File: config.mk
export PLATFORM = sky130hd
export DESIGN_NAME = ptp_port_parse_capture_regs
export DESIGN_NICKNAME = d
export VERILOG_FILES = /design/src/rtl/ptp_port_regs_pkg.sv /design/src/rtl/ptp_dest_matcher.sv /design/src/rtl/ptp_port_parse_capture_regs.sv
export SDC_FILE = /design/constraint.sdc
export NUM_CORES = 1
export LEC_CHECK = 0
export BUFFER_PORTS_ARGS = -buffer_cell sky130_fd_sc_hd__buf_2
export CORE_AREA = 3 3 130 132
export DETAILED_ROUTE_END_ITERATION = 10
export DIE_AREA = 0 0 133 135
export PLACE_DENSITY = 0.53
export SYNTH_ARGS = -nofsm -noshare
export SYNTH_HDL_FRONTEND = slang
export SYNTH_SLANG_ARGS = --single-unit
File: constraint.sdc
create_clock -name clk_in -period 5.32 [get_ports clk_in]
set_input_delay 0.266 -clock clk_in [delete_from_list [all_inputs] [get_ports clk_in]]
set_output_delay 0.266 -clock clk_in [all_outputs]
set_load 0.01 [all_outputs]
File: src/rtl/ptp_port_regs_pkg.sv
`default_nettype none
package ptp_port_regs_pkg;

  // register bus geometry
  localparam int ADDR_W = 9;
  localparam int DATA_W = 32;

  // byte offsets of the registers handled here
  localparam logic [8:0] OFF_BANK_SELECT = 9'h154;
  localparam logic [8:0] OFF_RX_PARSE = 9'h158;
  localparam logic [8:0] OFF_ASYM_PEER = 9'h15c;
  localparam logic [8:0] OFF_CAP_INFO = 9'h160;

  // bank select field
  localparam int BANK_SEL_LSB = 0;
  localparam int BANK_SEL_W = 3;
  localparam logic [2:0] BANK_SEL_RESET = 3'h0;
  localparam logic [2:0] BANK_PORT_GENERAL = 3'h0;
  localparam logic [2:0] BANK_PORT_RX = 3'h1;
  localparam logic [2:0] BANK_PORT_TX = 3'h2;
  localparam logic [2:0] BANK_GPIO = 3'h3;

  // asymmetry / peer delay fields
  localparam int ASYM_LSB = 16;
  localparam int PEER_LSB = 0;
  localparam int DELAY_W = 16;
  localparam logic [15:0] ASYM_RESET = 16'h0000;
  localparam logic [15:0] PEER_RESET = 16'h0000;

  // capture info fields
  localparam int TX_CNT_LSB = 4;
  localparam int RX_CNT_LSB = 0;
  localparam int CNT_FIELD_W = 3;
  localparam logic [2:0] CNT_RESET = 3'h0;

  // parse enables: index 3 is bit 14 down to index 0 at bit 11
  localparam int PARSE_LSB = 11;
  localparam int PARSE_W = 4;
  localparam int PE_IP_SECOND = 0;
  localparam int PE_IP_FIRST = 1;
  localparam int PE_L2_SECOND = 2;
  localparam int PE_L2_FIRST = 3;
  localparam logic [3:0] PARSE_RESET = 4'he;

  // well-known destinations
  localparam logic [47:0] MAC_L2_FIRST = 48'h0180_c200_000e;
  localparam logic [47:0] MAC_L2_SECOND = 48'h011b_1900_0000;
  localparam logic [47:0] MAC_V4_FIRST = 48'h0100_5e00_0181;
  localparam logic [47:0] MAC_V4_SECOND = 48'h0100_5e00_0182;
  localparam logic [47:0] MAC_V6_FIRST = 48'h3333_0000_0181;
  localparam logic [47:0] MAC_V6_SECOND = 48'h3333_0000_0182;
  localparam logic [31:0] IP4_FIRST = 32'he000_0181;
  localparam logic [31:0] IP4_SECOND = 32'he000_0182;
  // ipv6 ff0x::18y, the scope nibble x is a wildcard
  localparam logic [11:0] IP6_PREFIX = 12'hff0;
  localparam logic [15:0] IP6_FIRST_TAIL = 16'h0181;
  localparam logic [15:0] IP6_SECOND_TAIL = 16'h0182;

endpackage

`default_nettype wire

File: src/rtl/ptp_dest_matcher.sv
`timescale 1ns/1ps
`default_nettype none

module ptp_dest_matcher (
  // frame description
  input wire logic is_l2_in,
  input wire logic is_ipv4_in,
  input wire logic is_ipv6_in,
  input wire logic [47:0] dest_mac_in,
  input wire logic [31:0] ipv4_dest_in,
  input wire logic [127:0] ipv6_dest_in,
  // enables
  input wire logic [3:0] parse_enable_in,
  // result
  output logic match_out
);

  function automatic logic ipv6_hit(input logic [127:0] ip, input logic [15:0] tail);
    ipv6_hit = (ip[127:116] == ptp_port_regs_pkg::IP6_PREFIX) && (ip[111:16] == 96'h0) && (ip[15:0] == tail);
  endfunction

  wire logic l2_first_accept;
  wire logic l2_second_accept;
  wire logic v4_first;
  wire logic v4_second;
  wire logic v6_first;
  wire logic v6_second;

  assign l2_first_accept = parse_enable_in[ptp_port_regs_pkg::PE_L2_FIRST] && is_l2_in &&
                           (dest_mac_in == ptp_port_regs_pkg::MAC_L2_FIRST);
  assign l2_second_accept = parse_enable_in[ptp_port_regs_pkg::PE_L2_SECOND] && is_l2_in &&
                            (dest_mac_in == ptp_port_regs_pkg::MAC_L2_SECOND);
  assign v4_first = is_ipv4_in && (dest_mac_in == ptp_port_regs_pkg::MAC_V4_FIRST) &&
                    (ipv4_dest_in == ptp_port_regs_pkg::IP4_FIRST);
  assign v6_first = is_ipv6_in && (dest_mac_in == ptp_port_regs_pkg::MAC_V6_FIRST) &&
                    ipv6_hit(ipv6_dest_in, ptp_port_regs_pkg::IP6_FIRST_TAIL);
  assign v4_second = is_ipv4_in && (dest_mac_in == ptp_port_regs_pkg::MAC_V4_SECOND) &&
                     (ipv4_dest_in == ptp_port_regs_pkg::IP4_SECOND);
  assign v6_second = is_ipv6_in && (dest_mac_in == ptp_port_regs_pkg::MAC_V6_SECOND) &&
                     ipv6_hit(ipv6_dest_in, ptp_port_regs_pkg::IP6_SECOND_TAIL);

  assign match_out = l2_first_accept || l2_second_accept ||
                     (parse_enable_in[ptp_port_regs_pkg::PE_IP_FIRST] &&
                      (v4_first || v6_first)) ||
                     (parse_enable_in[ptp_port_regs_pkg::PE_IP_SECOND] &&
                      (v4_second || v6_second));

endmodule

`default_nettype wire

File: src/rtl/ptp_port_parse_capture_regs.sv
// Behaviour
// - asymmetry field in bits 31:16 is signed read/write nanoseconds, reset zero.
// - positive asymmetry means forward path longer than reverse; negative the opposite.
// - peer delay field in bits 15:0 is read/write, reset zero, used in peer mode.
// - capture info register is read-only and reports buffered timestamp counts.
// - transmit count rises per transmitted packet, falls per transmit flag clear.
// - receive count rises per received packet, falls per receive flag clear.
// - parse configuration sits at the latency offset but only in bank one.
// - bit 14 enables layer 2 destination 01:80:C2:00:00:0E, reset one.
// - bit 13 enables layer 2 destination 01:1B:19:00:00:00, reset one.
// - bit 12 enables IPv4 destination 224.0.1.129 with its multicast MAC.
// - bit 12 also enables IPv6 destination FF0X::181 with its multicast MAC.
// - bit 11 enables IPv4 destination 224.0.1.130 with its multicast MAC, reset zero.
// - bit 11 also enables IPv6 destination FF0X::182 with its multicast MAC.
// - three-bit bank select picks port general, receive, transmit or GPIO bank.
`timescale 1ns/1ps
`default_nettype none

module ptp_port_parse_capture_regs #(
  parameter int COUNT_W = 3
) (
  // clock and reset
  input wire logic clk_in,
  input wire logic nrst_in,
  // register port
  input wire logic [8:0] addr_in,
  input wire logic [31:0] wdata_in,
  input wire logic wr_in,
  input wire logic rd_in,
  output logic [31:0] rdata_out,
  // timestamp engine events, same clock
  input wire logic tx_stamp_in,
  input wire logic rx_stamp_in,
  input wire logic tx_flag_clear_in,
  input wire logic rx_flag_clear_in,
  // port mode
  input wire logic ptp_enable_in,
  input wire logic peer_mode_in,
  // received frame description, same clock
  input wire logic frame_valid_in,
  input wire logic frame_is_l2_in,
  input wire logic frame_is_ipv4_in,
  input wire logic frame_is_ipv6_in,
  input wire logic [47:0] dest_mac_in,
  input wire logic [31:0] ipv4_dest_in,
  input wire logic [127:0] ipv6_dest_in,
  // configuration towards the engine
  output logic [15:0] asymmetry_out,
  output logic [15:0] peer_delay_out,
  output logic [2:0] bank_select_out,
  output logic [3:0] parse_enable_out,
  // status
  output logic [COUNT_W-1:0] tx_stamp_count_out,
  output logic [COUNT_W-1:0] rx_stamp_count_out,
  output logic ptp_match_out,
  output logic ptp_match_valid_out,
  output logic cfg_change_while_enabled_out
);

  // the count fields are three bits wide in the map; wider counts would overlap
  if (COUNT_W < 1 || COUNT_W > ptp_port_regs_pkg::CNT_FIELD_W) begin : g_bad_count
    $error("COUNT_W must be between 1 and 3");
  end

  localparam logic [COUNT_W-1:0] CNT_MAX = {COUNT_W{1'b1}};

  // saturating up/down step; simultaneous up and down cancel out
  function automatic logic [COUNT_W-1:0] step_count(input logic [COUNT_W-1:0] cnt,
                                                    input logic up,
                                                    input logic down);
    logic [COUNT_W-1:0] res;
    res = cnt;
    if (up && !down && cnt != CNT_MAX) begin
      res = cnt + 1'b1;
    end else if (down && !up && cnt != '0) begin
      res = cnt - 1'b1;
    end
    step_count = res;
  endfunction

  // state
  logic [2:0] bank_select;
  logic signed [15:0] asymmetry;
  logic [15:0] peer_delay;
  logic [3:0] parse_enable;
  logic [COUNT_W-1:0] tx_stamp_count;
  logic [COUNT_W-1:0] rx_stamp_count;
  logic [31:0] read_data;
  logic applied_match;
  logic match_valid;
  logic cfg_change_while_enabled;

  // decode
  wire logic bank_general;
  wire logic bank_rx;
  wire logic hit_bank_select;
  wire logic hit_rx_parse;
  wire logic hit_asym_peer;
  wire logic hit_cap_info;
  wire logic wr_bank_select;
  wire logic wr_rx_parse;
  wire logic wr_asym_peer;
  wire logic guarded_write;
  wire logic [31:0] bank_select_word;
  wire logic [31:0] rx_parse_word;
  wire logic [31:0] asym_peer_word;
  wire logic [31:0] cap_info_word;
  wire logic [31:0] next_read_data;
  wire logic [COUNT_W-1:0] next_tx_stamp_count;
  wire logic [COUNT_W-1:0] next_rx_stamp_count;
  wire logic frame_match;

  assign bank_general = (bank_select == ptp_port_regs_pkg::BANK_PORT_GENERAL);
  assign bank_rx = (bank_select == ptp_port_regs_pkg::BANK_PORT_RX);

  assign hit_bank_select = (addr_in == ptp_port_regs_pkg::OFF_BANK_SELECT);
  // the latency register of bank zero lives elsewhere; only bank one reaches parse config
  assign hit_rx_parse = (addr_in == ptp_port_regs_pkg::OFF_RX_PARSE) && bank_rx;
  assign hit_asym_peer = (addr_in == ptp_port_regs_pkg::OFF_ASYM_PEER) && bank_general;
  assign hit_cap_info = (addr_in == ptp_port_regs_pkg::OFF_CAP_INFO) && bank_general;

  assign wr_bank_select = wr_in && hit_bank_select;
  assign wr_rx_parse = wr_in && hit_rx_parse;
  assign wr_asym_peer = wr_in && hit_asym_peer;
  // writes to the capture info word are dropped, so counts cannot be forced
  assign guarded_write = ptp_enable_in && (wr_rx_parse || wr_asym_peer);

  // read words, reserved bits held at zero
  assign bank_select_word = {29'h0, bank_select};
  assign rx_parse_word = {17'h0, parse_enable, 11'h0};
  assign asym_peer_word = {asymmetry, peer_delay};
  assign cap_info_word = {25'h0,
                          (ptp_port_regs_pkg::CNT_FIELD_W)'(tx_stamp_count),
                          1'b0,
                          (ptp_port_regs_pkg::CNT_FIELD_W)'(rx_stamp_count)};

  assign next_read_data = !rd_in ? 32'h0 :
                          hit_bank_select ? bank_select_word :
                          hit_rx_parse ? rx_parse_word :
                          hit_asym_peer ? asym_peer_word :
                          hit_cap_info ? cap_info_word : 32'h0;

  assign next_tx_stamp_count = step_count(tx_stamp_count, tx_stamp_in, tx_flag_clear_in);
  assign next_rx_stamp_count = step_count(rx_stamp_count, rx_stamp_in, rx_flag_clear_in);

  ptp_dest_matcher u_matcher (
    .is_l2_in(frame_is_l2_in),
    .is_ipv4_in(frame_is_ipv4_in),
    .is_ipv6_in(frame_is_ipv6_in),
    .dest_mac_in(dest_mac_in),
    .ipv4_dest_in(ipv4_dest_in),
    .ipv6_dest_in(ipv6_dest_in),
    .parse_enable_in(parse_enable),
    .match_out(frame_match)
  );

  // bank select
  always_ff @(posedge clk_in or negedge nrst_in) begin
    if (!nrst_in) begin
      bank_select <= ptp_port_regs_pkg::BANK_SEL_RESET;
    end else if (wr_bank_select) begin
      bank_select <= wdata_in[ptp_port_regs_pkg::BANK_SEL_LSB +: ptp_port_regs_pkg::BANK_SEL_W];
    end
  end

  // asymmetry and peer delay
  always_ff @(posedge clk_in or negedge nrst_in) begin
    if (!nrst_in) begin
      asymmetry <= ptp_port_regs_pkg::ASYM_RESET;
      peer_delay <= ptp_port_regs_pkg::PEER_RESET;
    end else if (wr_asym_peer) begin
      asymmetry <= wdata_in[ptp_port_regs_pkg::ASYM_LSB +: ptp_port_regs_pkg::DELAY_W];
      peer_delay <= wdata_in[ptp_port_regs_pkg::PEER_LSB +: ptp_port_regs_pkg::DELAY_W];
    end
  end

  // parse enables
  always_ff @(posedge clk_in or negedge nrst_in) begin
    if (!nrst_in) begin
      parse_enable <= ptp_port_regs_pkg::PARSE_RESET;
    end else if (wr_rx_parse) begin
      parse_enable <= wdata_in[ptp_port_regs_pkg::PARSE_LSB +: ptp_port_regs_pkg::PARSE_W];
    end
  end

  // timestamp counts
  always_ff @(posedge clk_in or negedge nrst_in) begin
    if (!nrst_in) begin
      tx_stamp_count <= COUNT_W'(ptp_port_regs_pkg::CNT_RESET);
      rx_stamp_count <= COUNT_W'(ptp_port_regs_pkg::CNT_RESET);
    end else begin
      tx_stamp_count <= next_tx_stamp_count;
      rx_stamp_count <= next_rx_stamp_count;
    end
  end

  // read data stands for one cycle only
  always_ff @(posedge clk_in or negedge nrst_in) begin
    if (!nrst_in) begin
      read_data <= 32'h0;
    end else begin
      read_data <= next_read_data;
    end
  end

  // frame classification, one cycle after frame_valid_in
  always_ff @(posedge clk_in or negedge nrst_in) begin
    if (!nrst_in) begin
      applied_match <= 1'b0;
      match_valid <= 1'b0;
    end else begin
      match_valid <= frame_valid_in;
      applied_match <= frame_valid_in && frame_match;
    end
  end

  // one-cycle warning when software writes settings the running engine depends on
  always_ff @(posedge clk_in or negedge nrst_in) begin
    if (!nrst_in) begin
      cfg_change_while_enabled <= 1'b0;
    end else begin
      cfg_change_while_enabled <= guarded_write;
    end
  end

  // outputs
  assign rdata_out = read_data;
  // signed: positive means the forward path is slower than the reverse path
  assign asymmetry_out = asymmetry;
  assign peer_delay_out = peer_delay;
  assign bank_select_out = bank_select;
  assign parse_enable_out = parse_enable;
  assign tx_stamp_count_out = tx_stamp_count;
  assign rx_stamp_count_out = rx_stamp_count;
  assign ptp_match_out = applied_match;
  assign ptp_match_valid_out = match_valid;
  assign cfg_change_while_enabled_out = cfg_change_while_enabled;

  // peer_mode_in only qualifies how the engine uses peer_delay_out; it is not stored here
  wire logic unused_peer_mode;
  assign unused_peer_mode = peer_mode_in;

endmodule

`default_nettype wire

## Word level (Yosys, flattened, before mapping)

Cells that the tools add are included.

| word-level totals | value |
|---|---|
| register bits after elaboration | 80 |
| input port bits | 263 |
| output and inout port bits | 80 |
| logic and storage cells | 90 |

| cells by class | value |
|---|---|
| $add $sub $neg | 4 |
| equality and inequality tests | 18 |
| muxes and demuxes | 9 |
| reduce and logical (&&, ||, !) cells | 49 |

Operator list:

| operator | count |
|---|---|
| $eq A48 B41 Y1 const B | 4 |
| $mux W32 | 4 |
| $eq A48 B46 Y1 const B | 2 |
| $logic_not A96 Y1 | 1 |
| $eq A32 B32 Y1 const B | 2 |
| $eq A9 B9 Y1 const B | 4 |
| $logic_and A1 B1 Y1 | 33 |
| $eq A16 B9 Y1 const B | 2 |
| $eq A12 B12 Y1 const B | 1 |
| $mux W3 | 4 |
| $mux W7 | 1 |
| $add A3 B1 Y3 const B | 2 |
| $logic_or A1 B1 Y1 | 6 |
| $ne A3 B3 Y1 const B | 2 |
| $reduce_bool A3 Y1 | 2 |
| $sub A3 B1 Y3 const B | 2 |
| $logic_not A1 Y1 | 4 |
| $reduce_bool A2 Y1 | 2 |
| $eq A3 B1 Y1 const B | 1 |
| $logic_not A3 Y1 | 1 |

## Longest topological paths before layout

| depth | value |
|---|---|
| depth after elaboration | 9 |
| mapped depth | 8 |
| gate-level depth less buffers | 7 |

## Cells and area by module

From an unflattened synthesis, not the netlist that was laid out.

| unflattened totals | value |
|---|---|
| cells, all modules | 357 |
| area, all modules | 4,093.9 µm² |

Modules (own cells, without submodules):

| module | instances | cells an instance | area each (µm²) | seq. area each (µm²) |
|---|---|---|---|---|
| ptp_port_parse_capture_regs | 1 | 259 | 3,419.5 | 2,005.7 |
| ptp_dest_matcher | 1 | 98 | 674.4 | 0.0 |

## Worst setup path before layout

OpenSTA, ideal clock, no wires.

| path | value |
|---|---|
| kind | input to register |
| from | input dest_mac_in[5] |
| to | register applied_match (netlist: ptp_match_out) |
| arrival time | 2.018 ns |
| required time | 5.234 ns |
| path slack | 3.216 ns |
| stages | 5 |
| buffers on the path | 0 |
| cell sequence | or4_4 > or3_1 > o41a_1 > or4_1 > o221ai_2 |

| on the way | value |
|---|---|
| longest elaborated chain between the ends | 8 |

RTL lines:

| what | RTL line | source |
|---|---|---|
| start: declaration | ptp_port_parse_capture_regs.sv:44 | `input wire logic [47:0] dest_mac_in,` |
| $eq A48 B41 Y1 / $eq A48 B46 Y1 (equally long branches) | ptp_dest_matcher.sv:33, ptp_dest_matcher.sv:35 |  |
| $logic_and A1 B1 Y1, on equally long branches (2 in a row) | ptp_dest_matcher.sv:33, ptp_dest_matcher.sv:35 |  |
| $logic_or A1 B1 Y1 | ptp_dest_matcher.sv:44 | `(v4_first \|\| v6_first)) \|\|` |
| $logic_and A1 B1 Y1 | ptp_dest_matcher.sv:43 | `(parse_enable_in[ptp_port_regs_pkg::PE_IP_FIRST] &&` |
| $logic_or A1 B1 Y1 | ptp_dest_matcher.sv:42 | `assign match_out = l2_first_accept \|\| l2_second_accept \|\|` |
| $logic_or A1 B1 Y1 (*) | ptp_dest_matcher.sv:44 |  |
| $logic_and A1 B1 Y1 (*) | ptp_port_parse_capture_regs.sv:213 | `applied_match <= frame_valid_in && frame_match;` |
| end signal: assignment | ptp_port_parse_capture_regs.sv:213 |  |
| end: declaration | ptp_port_parse_capture_regs.sv:89 | `logic applied_match;` |

Mark *: on every way between the ends. The rest lies on a longest branch, timed or not.
A chain may end at the register's enable or synchronous reset.

## Worst setup path in the final report

Same ends and word-level chain as after synthesis.

==> flow_summary_export.csv <==
group,metric,value,unit
status,run_status,"completed",
critical_path,cp.arrival,2.28,ns
grt,grt_first_pass_wirelength,26.2,mm
synth,dominantRegCellSynth,"sky130_fd_sc_hd__dfrtp_1",
power,power.static_leakage,3.26,nW
floorplan,core.rowCount,46,
clock_network,clkSinkCount,80,
cells_and_area,multi_input_area,1870,sq um
synth,number_of_flops_mapped_to_enable_cells_by_yosys,0,
cells_and_area,layout.area.seq,2010,sq um
timing,worst_slew_pin_tran,1.02,ns
timing,final-hold-violation-count,0,
critical_path,worst_r2r_path_depth,5,
worst_hold_path,hold_path_end,"ptp_match_valid_out",
synth,synth-compound-area-share,7.72,%
worst_hold_path,worstHoldPathType,"in2reg",
synth,synth_fp_nets,628,
synth,synthDominantAreaCellType,"sky130_fd_sc_hd__dfrtp_1",
placement,port_buffers,337,
timing,slew_headroom,32.1,%
placement,gp_routability_congestion,0.865,
timing,setup_slack,3.28,ns
cells_and_area,area_delta_synth_final,55.4,%
critical_path,timing.critical_path.to_type,"flip-flop",
critical_path,r2r-start,"parse_enable_out[1]",
timing,min_period_over_period,38.4,%
cells_and_area,final_cell_count_no_fill,920,
critical_path,regToRegSetupSlack,3.28,ns
placement,place_hpwl,15.2,mm
synth,synth-seq-cells,80,
grt,grt_max_degree,81,
detailed_routing,detail_route.iter0.violations,161,
worst_hold_path,timing.hold.worst.start,"frame_valid_in",
worst_hold_path,worstHoldPathCells,1,
detailed_routing,routedWlPerCell,19.5,um
clock_network,cts_hold_repair.buffers,0,
synth,syn-instance-count,363,
synth,postSynth.asyncResetShare,100,%
synth,synthSimpleGateAreaFrac,27.1,%
critical_path,timing.rr.end,"ptp_match_out",
cells_and_area,n_fill_cell,1641,
timing,final-setup-viol-count,0,
detailed_routing,dr_total_vias,4457,
clock_network,post-cts-setup-buffer-count,0,
synth,synth_xor_area_share,0.221,%
clock_network,clock_tree_from_tritoncts,"yes",
floorplan,dieHeight,135,um
synth,sequential_cell_area_fraction_in_the_yosys_report,50.7,%
synth,synth_cell_type_count,49,
grt,gr-usage-all-layers,19.1,%
placement,detailedPlace.worstSlack,2.92,ns
grt,initial_antenna_violation_count,5,
detailed_routing,via_per_inst,4.84,
clock_network,max-clock-path-buffers,2,
timing,setup_total_negative_slack,0,ns
synth,synth.cells.most_frequent,"sky130_fd_sc_hd__dfrtp_1, sky130_fd_sc_hd__mux2_2, sky130_fd_sc_hd__nor4_1, sky130_fd_sc_hd__and2_1, sky130_fd_sc_hd__nor2_1",
clock_network,clkTransAtPathRegs,0.06,ns
critical_path,critPathLaunchType,"primary input",
synth,warnings_synthesis,0,
floorplan,core_region_area,15800,sq um
clock_network,clock_insertion_delay_worst_skew,0.33,ns
floorplan,die_width,133,um
placement,postPlaceCellArea,5870,sq um
synth,synth.mux.area_fraction,11.4,%
power,power_per_cell_area,263,nW/um^2
synth,yosys_top_cell_area_share,48.7,%
clock_network,numCtsBuffers,9,
synth,synthesis.area_per_instance,10.9,sq um
detailed_routing,drtAntennaViolNets,0,
timing,maxSlewViolCount,0,
timing,clock-skew-final,0.00677,ns
synth,synth_top_family_by_area,"simple AND/OR/NAND/NOR gates",
detailed_routing,remaining_drc_errors,0,
placement,dp.cells,902,
floorplan,initial_standard_cell_utilization_of_the_core,25.0,%
detailed_routing,drt_first_pass_iters,7,
critical_path,crit_start,"dest_mac_in[5]",
clock_network,cts.htree.levels,3,
grt,overflow,0,
job,max-cap-violations,0,
critical_path,cp_max_fo,4,
clock_network,clock_tree.root_cell,"sky130_fd_sc_hd__clkbuf_16",
power,ir_drop,109,uV
power,power.total,1.62,mW
timing,rsz0062_at_grt,"false",
detailed_routing,wirelength,17.9,mm
critical_path,worst-endpoint-required,5.56,ns
critical_path,critPathKind,"in2reg",
floorplan,io-pin-count,343,
synth,post_synth_fa_ha_maj_area_fraction,1.01,%
grt,number_of_global_route_vias_before_repair,4541,
cells_and_area,final_design_area_no_fill,6150,sq um
floorplan,dieArea,18000,sq um
timing,post-route-min-period,2.04,ns
cells_and_area,fin_nets,962,
timing,max_freq,0.489,GHz
synth,post_synth_instance_area,3960,sq um
cells_and_area,final_layout_size_suffix_gt1_share,57.0,%
synth,post-synth-top-count-cell,"sky130_fd_sc_hd__dfrtp_1",
clock_network,cts_repair_resize_count,0,
synth,synth_area_leaders,"sky130_fd_sc_hd__dfrtp_1, sky130_fd_sc_hd__mux2_2, sky130_fd_sc_hd__nor4_1, sky130_fd_sc_hd__and2_1, sky130_fd_sc_hd__nor4b_1",
-- layout make-up --
type	count	area share [%]
sequential	80	32.6
multi-input combinational	263	30.5
timing repair buffer	339	27.7
tap	216	4.39
clock buffer	11	3.95
clock inverter	5	0.529
inverter	4	0.244
antenna	2	0.0814
-- registers in the layout (all words and copies together) (netlist names) --
register,flops
cfg_change_while_enabled_out,1
ptp_match_out,1
tx_stamp_count_out,3
peer_delay_out,16
ptp_match_valid_out,1
rx_stamp_count_out,3
parse_enable_out,4
asymmetry_out,16
bank_select_out,3
rdata_out,32
-- kinds of logic after synthesis --
family,Yosys count
adder cells (fa/ha/maj),2
multiplexers,40
AND/OR/NAND/NOR,178
XOR/XNOR,1
flip-flops,80
AO/OA/AOI/OAI,42
buffers and inverters,20
-- placed cells by master (no fill, tap or decap), types with 2 or more instances in the layout --
cell type,Yosys,routed
sky130_fd_sc_hd__a21boi_0,2,2
sky130_fd_sc_hd__diode_2,0,2
sky130_fd_sc_hd__a211oi_1,3,3
sky130_fd_sc_hd__a21oi_1,6,6
sky130_fd_sc_hd__nand4b_1,3,3
sky130_fd_sc_hd__or3_1,2,2
sky130_fd_sc_hd__clkbuf_16,0,9
sky130_fd_sc_hd__and2_1,23,23
sky130_fd_sc_hd__buf_2,1,336
sky130_fd_sc_hd__nand2_1,17,17
sky130_fd_sc_hd__nand4_1,14,14
sky130_fd_sc_hd__nand3_1,9,9
sky130_fd_sc_hd__dfstp_2,3,3
sky130_fd_sc_hd__nor4b_1,13,13
sky130_fd_sc_hd__a31oi_1,2,2
sky130_fd_sc_hd__fa_1,2,2
sky130_fd_sc_hd__nor4_1,35,35
sky130_fd_sc_hd__clkinv_2,0,2
sky130_fd_sc_hd__nor2_1,22,22
sky130_fd_sc_hd__or4_1,7,7
sky130_fd_sc_hd__nor2b_1,6,6
sky130_fd_sc_hd__inv_1,4,4
sky130_fd_sc_hd__o211ai_1,2,2
sky130_fd_sc_hd__clkinvlp_4,0,3
sky130_fd_sc_hd__o21ai_0,4,4
sky130_fd_sc_hd__a22oi_1,9,9
sky130_fd_sc_hd__and3_1,3,3
sky130_fd_sc_hd__nor4bb_1,2,2
sky130_fd_sc_hd__o21a_1,3,3
sky130_fd_sc_hd__mux2_2,39,39
sky130_fd_sc_hd__and4_1,3,3
sky130_fd_sc_hd__nor3_1,12,12
sky130_fd_sc_hd__buf_4,0,3
sky130_fd_sc_hd__dfrtp_1,77,77
sky130_fd_sc_hd__nand2b_1,2,2
-- worst max-delay path by stage --
stage,endpoint,slack (ns)
6_report,ptp_match_out,3.28
5_1_grt,asymmetry_out[3],3.17
3_5_place_dp,ptp_match_out,2.92
4_1_cts,ptp_match_out,3.25
3_3_place_gp,ptp_match_out,2.94
2_1_floorplan,ptp_match_out,3.22
-- critical path: stages --
cell and delay (ns):
sky130_fd_sc_hd__buf_2 0.10, sky130_fd_sc_hd__or4_4 0.55, sky130_fd_sc_hd__or3_1 0.39, sky130_fd_sc_hd__o41a_1 0.37, sky130_fd_sc_hd__or4_1 0.42, sky130_fd_sc_hd__o221ai_2 0.18
-- metrics by stage --
stage	hold slack (ns)	utilization [%]
after global placement	0.429	37.1
after detailed placement	0.426	37.1
after global routing	0.0745	38.8
after CTS	0.0710	38.8
after floorplan	-0.0296	-
final	0.0856	38.9
-- power breakdown --
group	total, mW	switching, mW	leakage, nW	internal (mW)
logic	0.346	0.169	2.04	0.178
registers	0.709	0.0708	1.09	0.638
clock network	0.564	0.238	0.128	0.327
total	1.62	0.477	3.26	1.14
-- layer usage --
metal | global-route usage, % | routed length, um | vias to the layer above
li1 | - | - | 2063
met1 | 26.5 | 7860 | 2150
met2 | 30.3 | 8570 | 220
met3 | 4.69 | 1320 | 18
met4 | 3.93 | 145 | 6
met5 | 0 | 40 | -
Note: power is estimated with default switching activity, not from simulation.
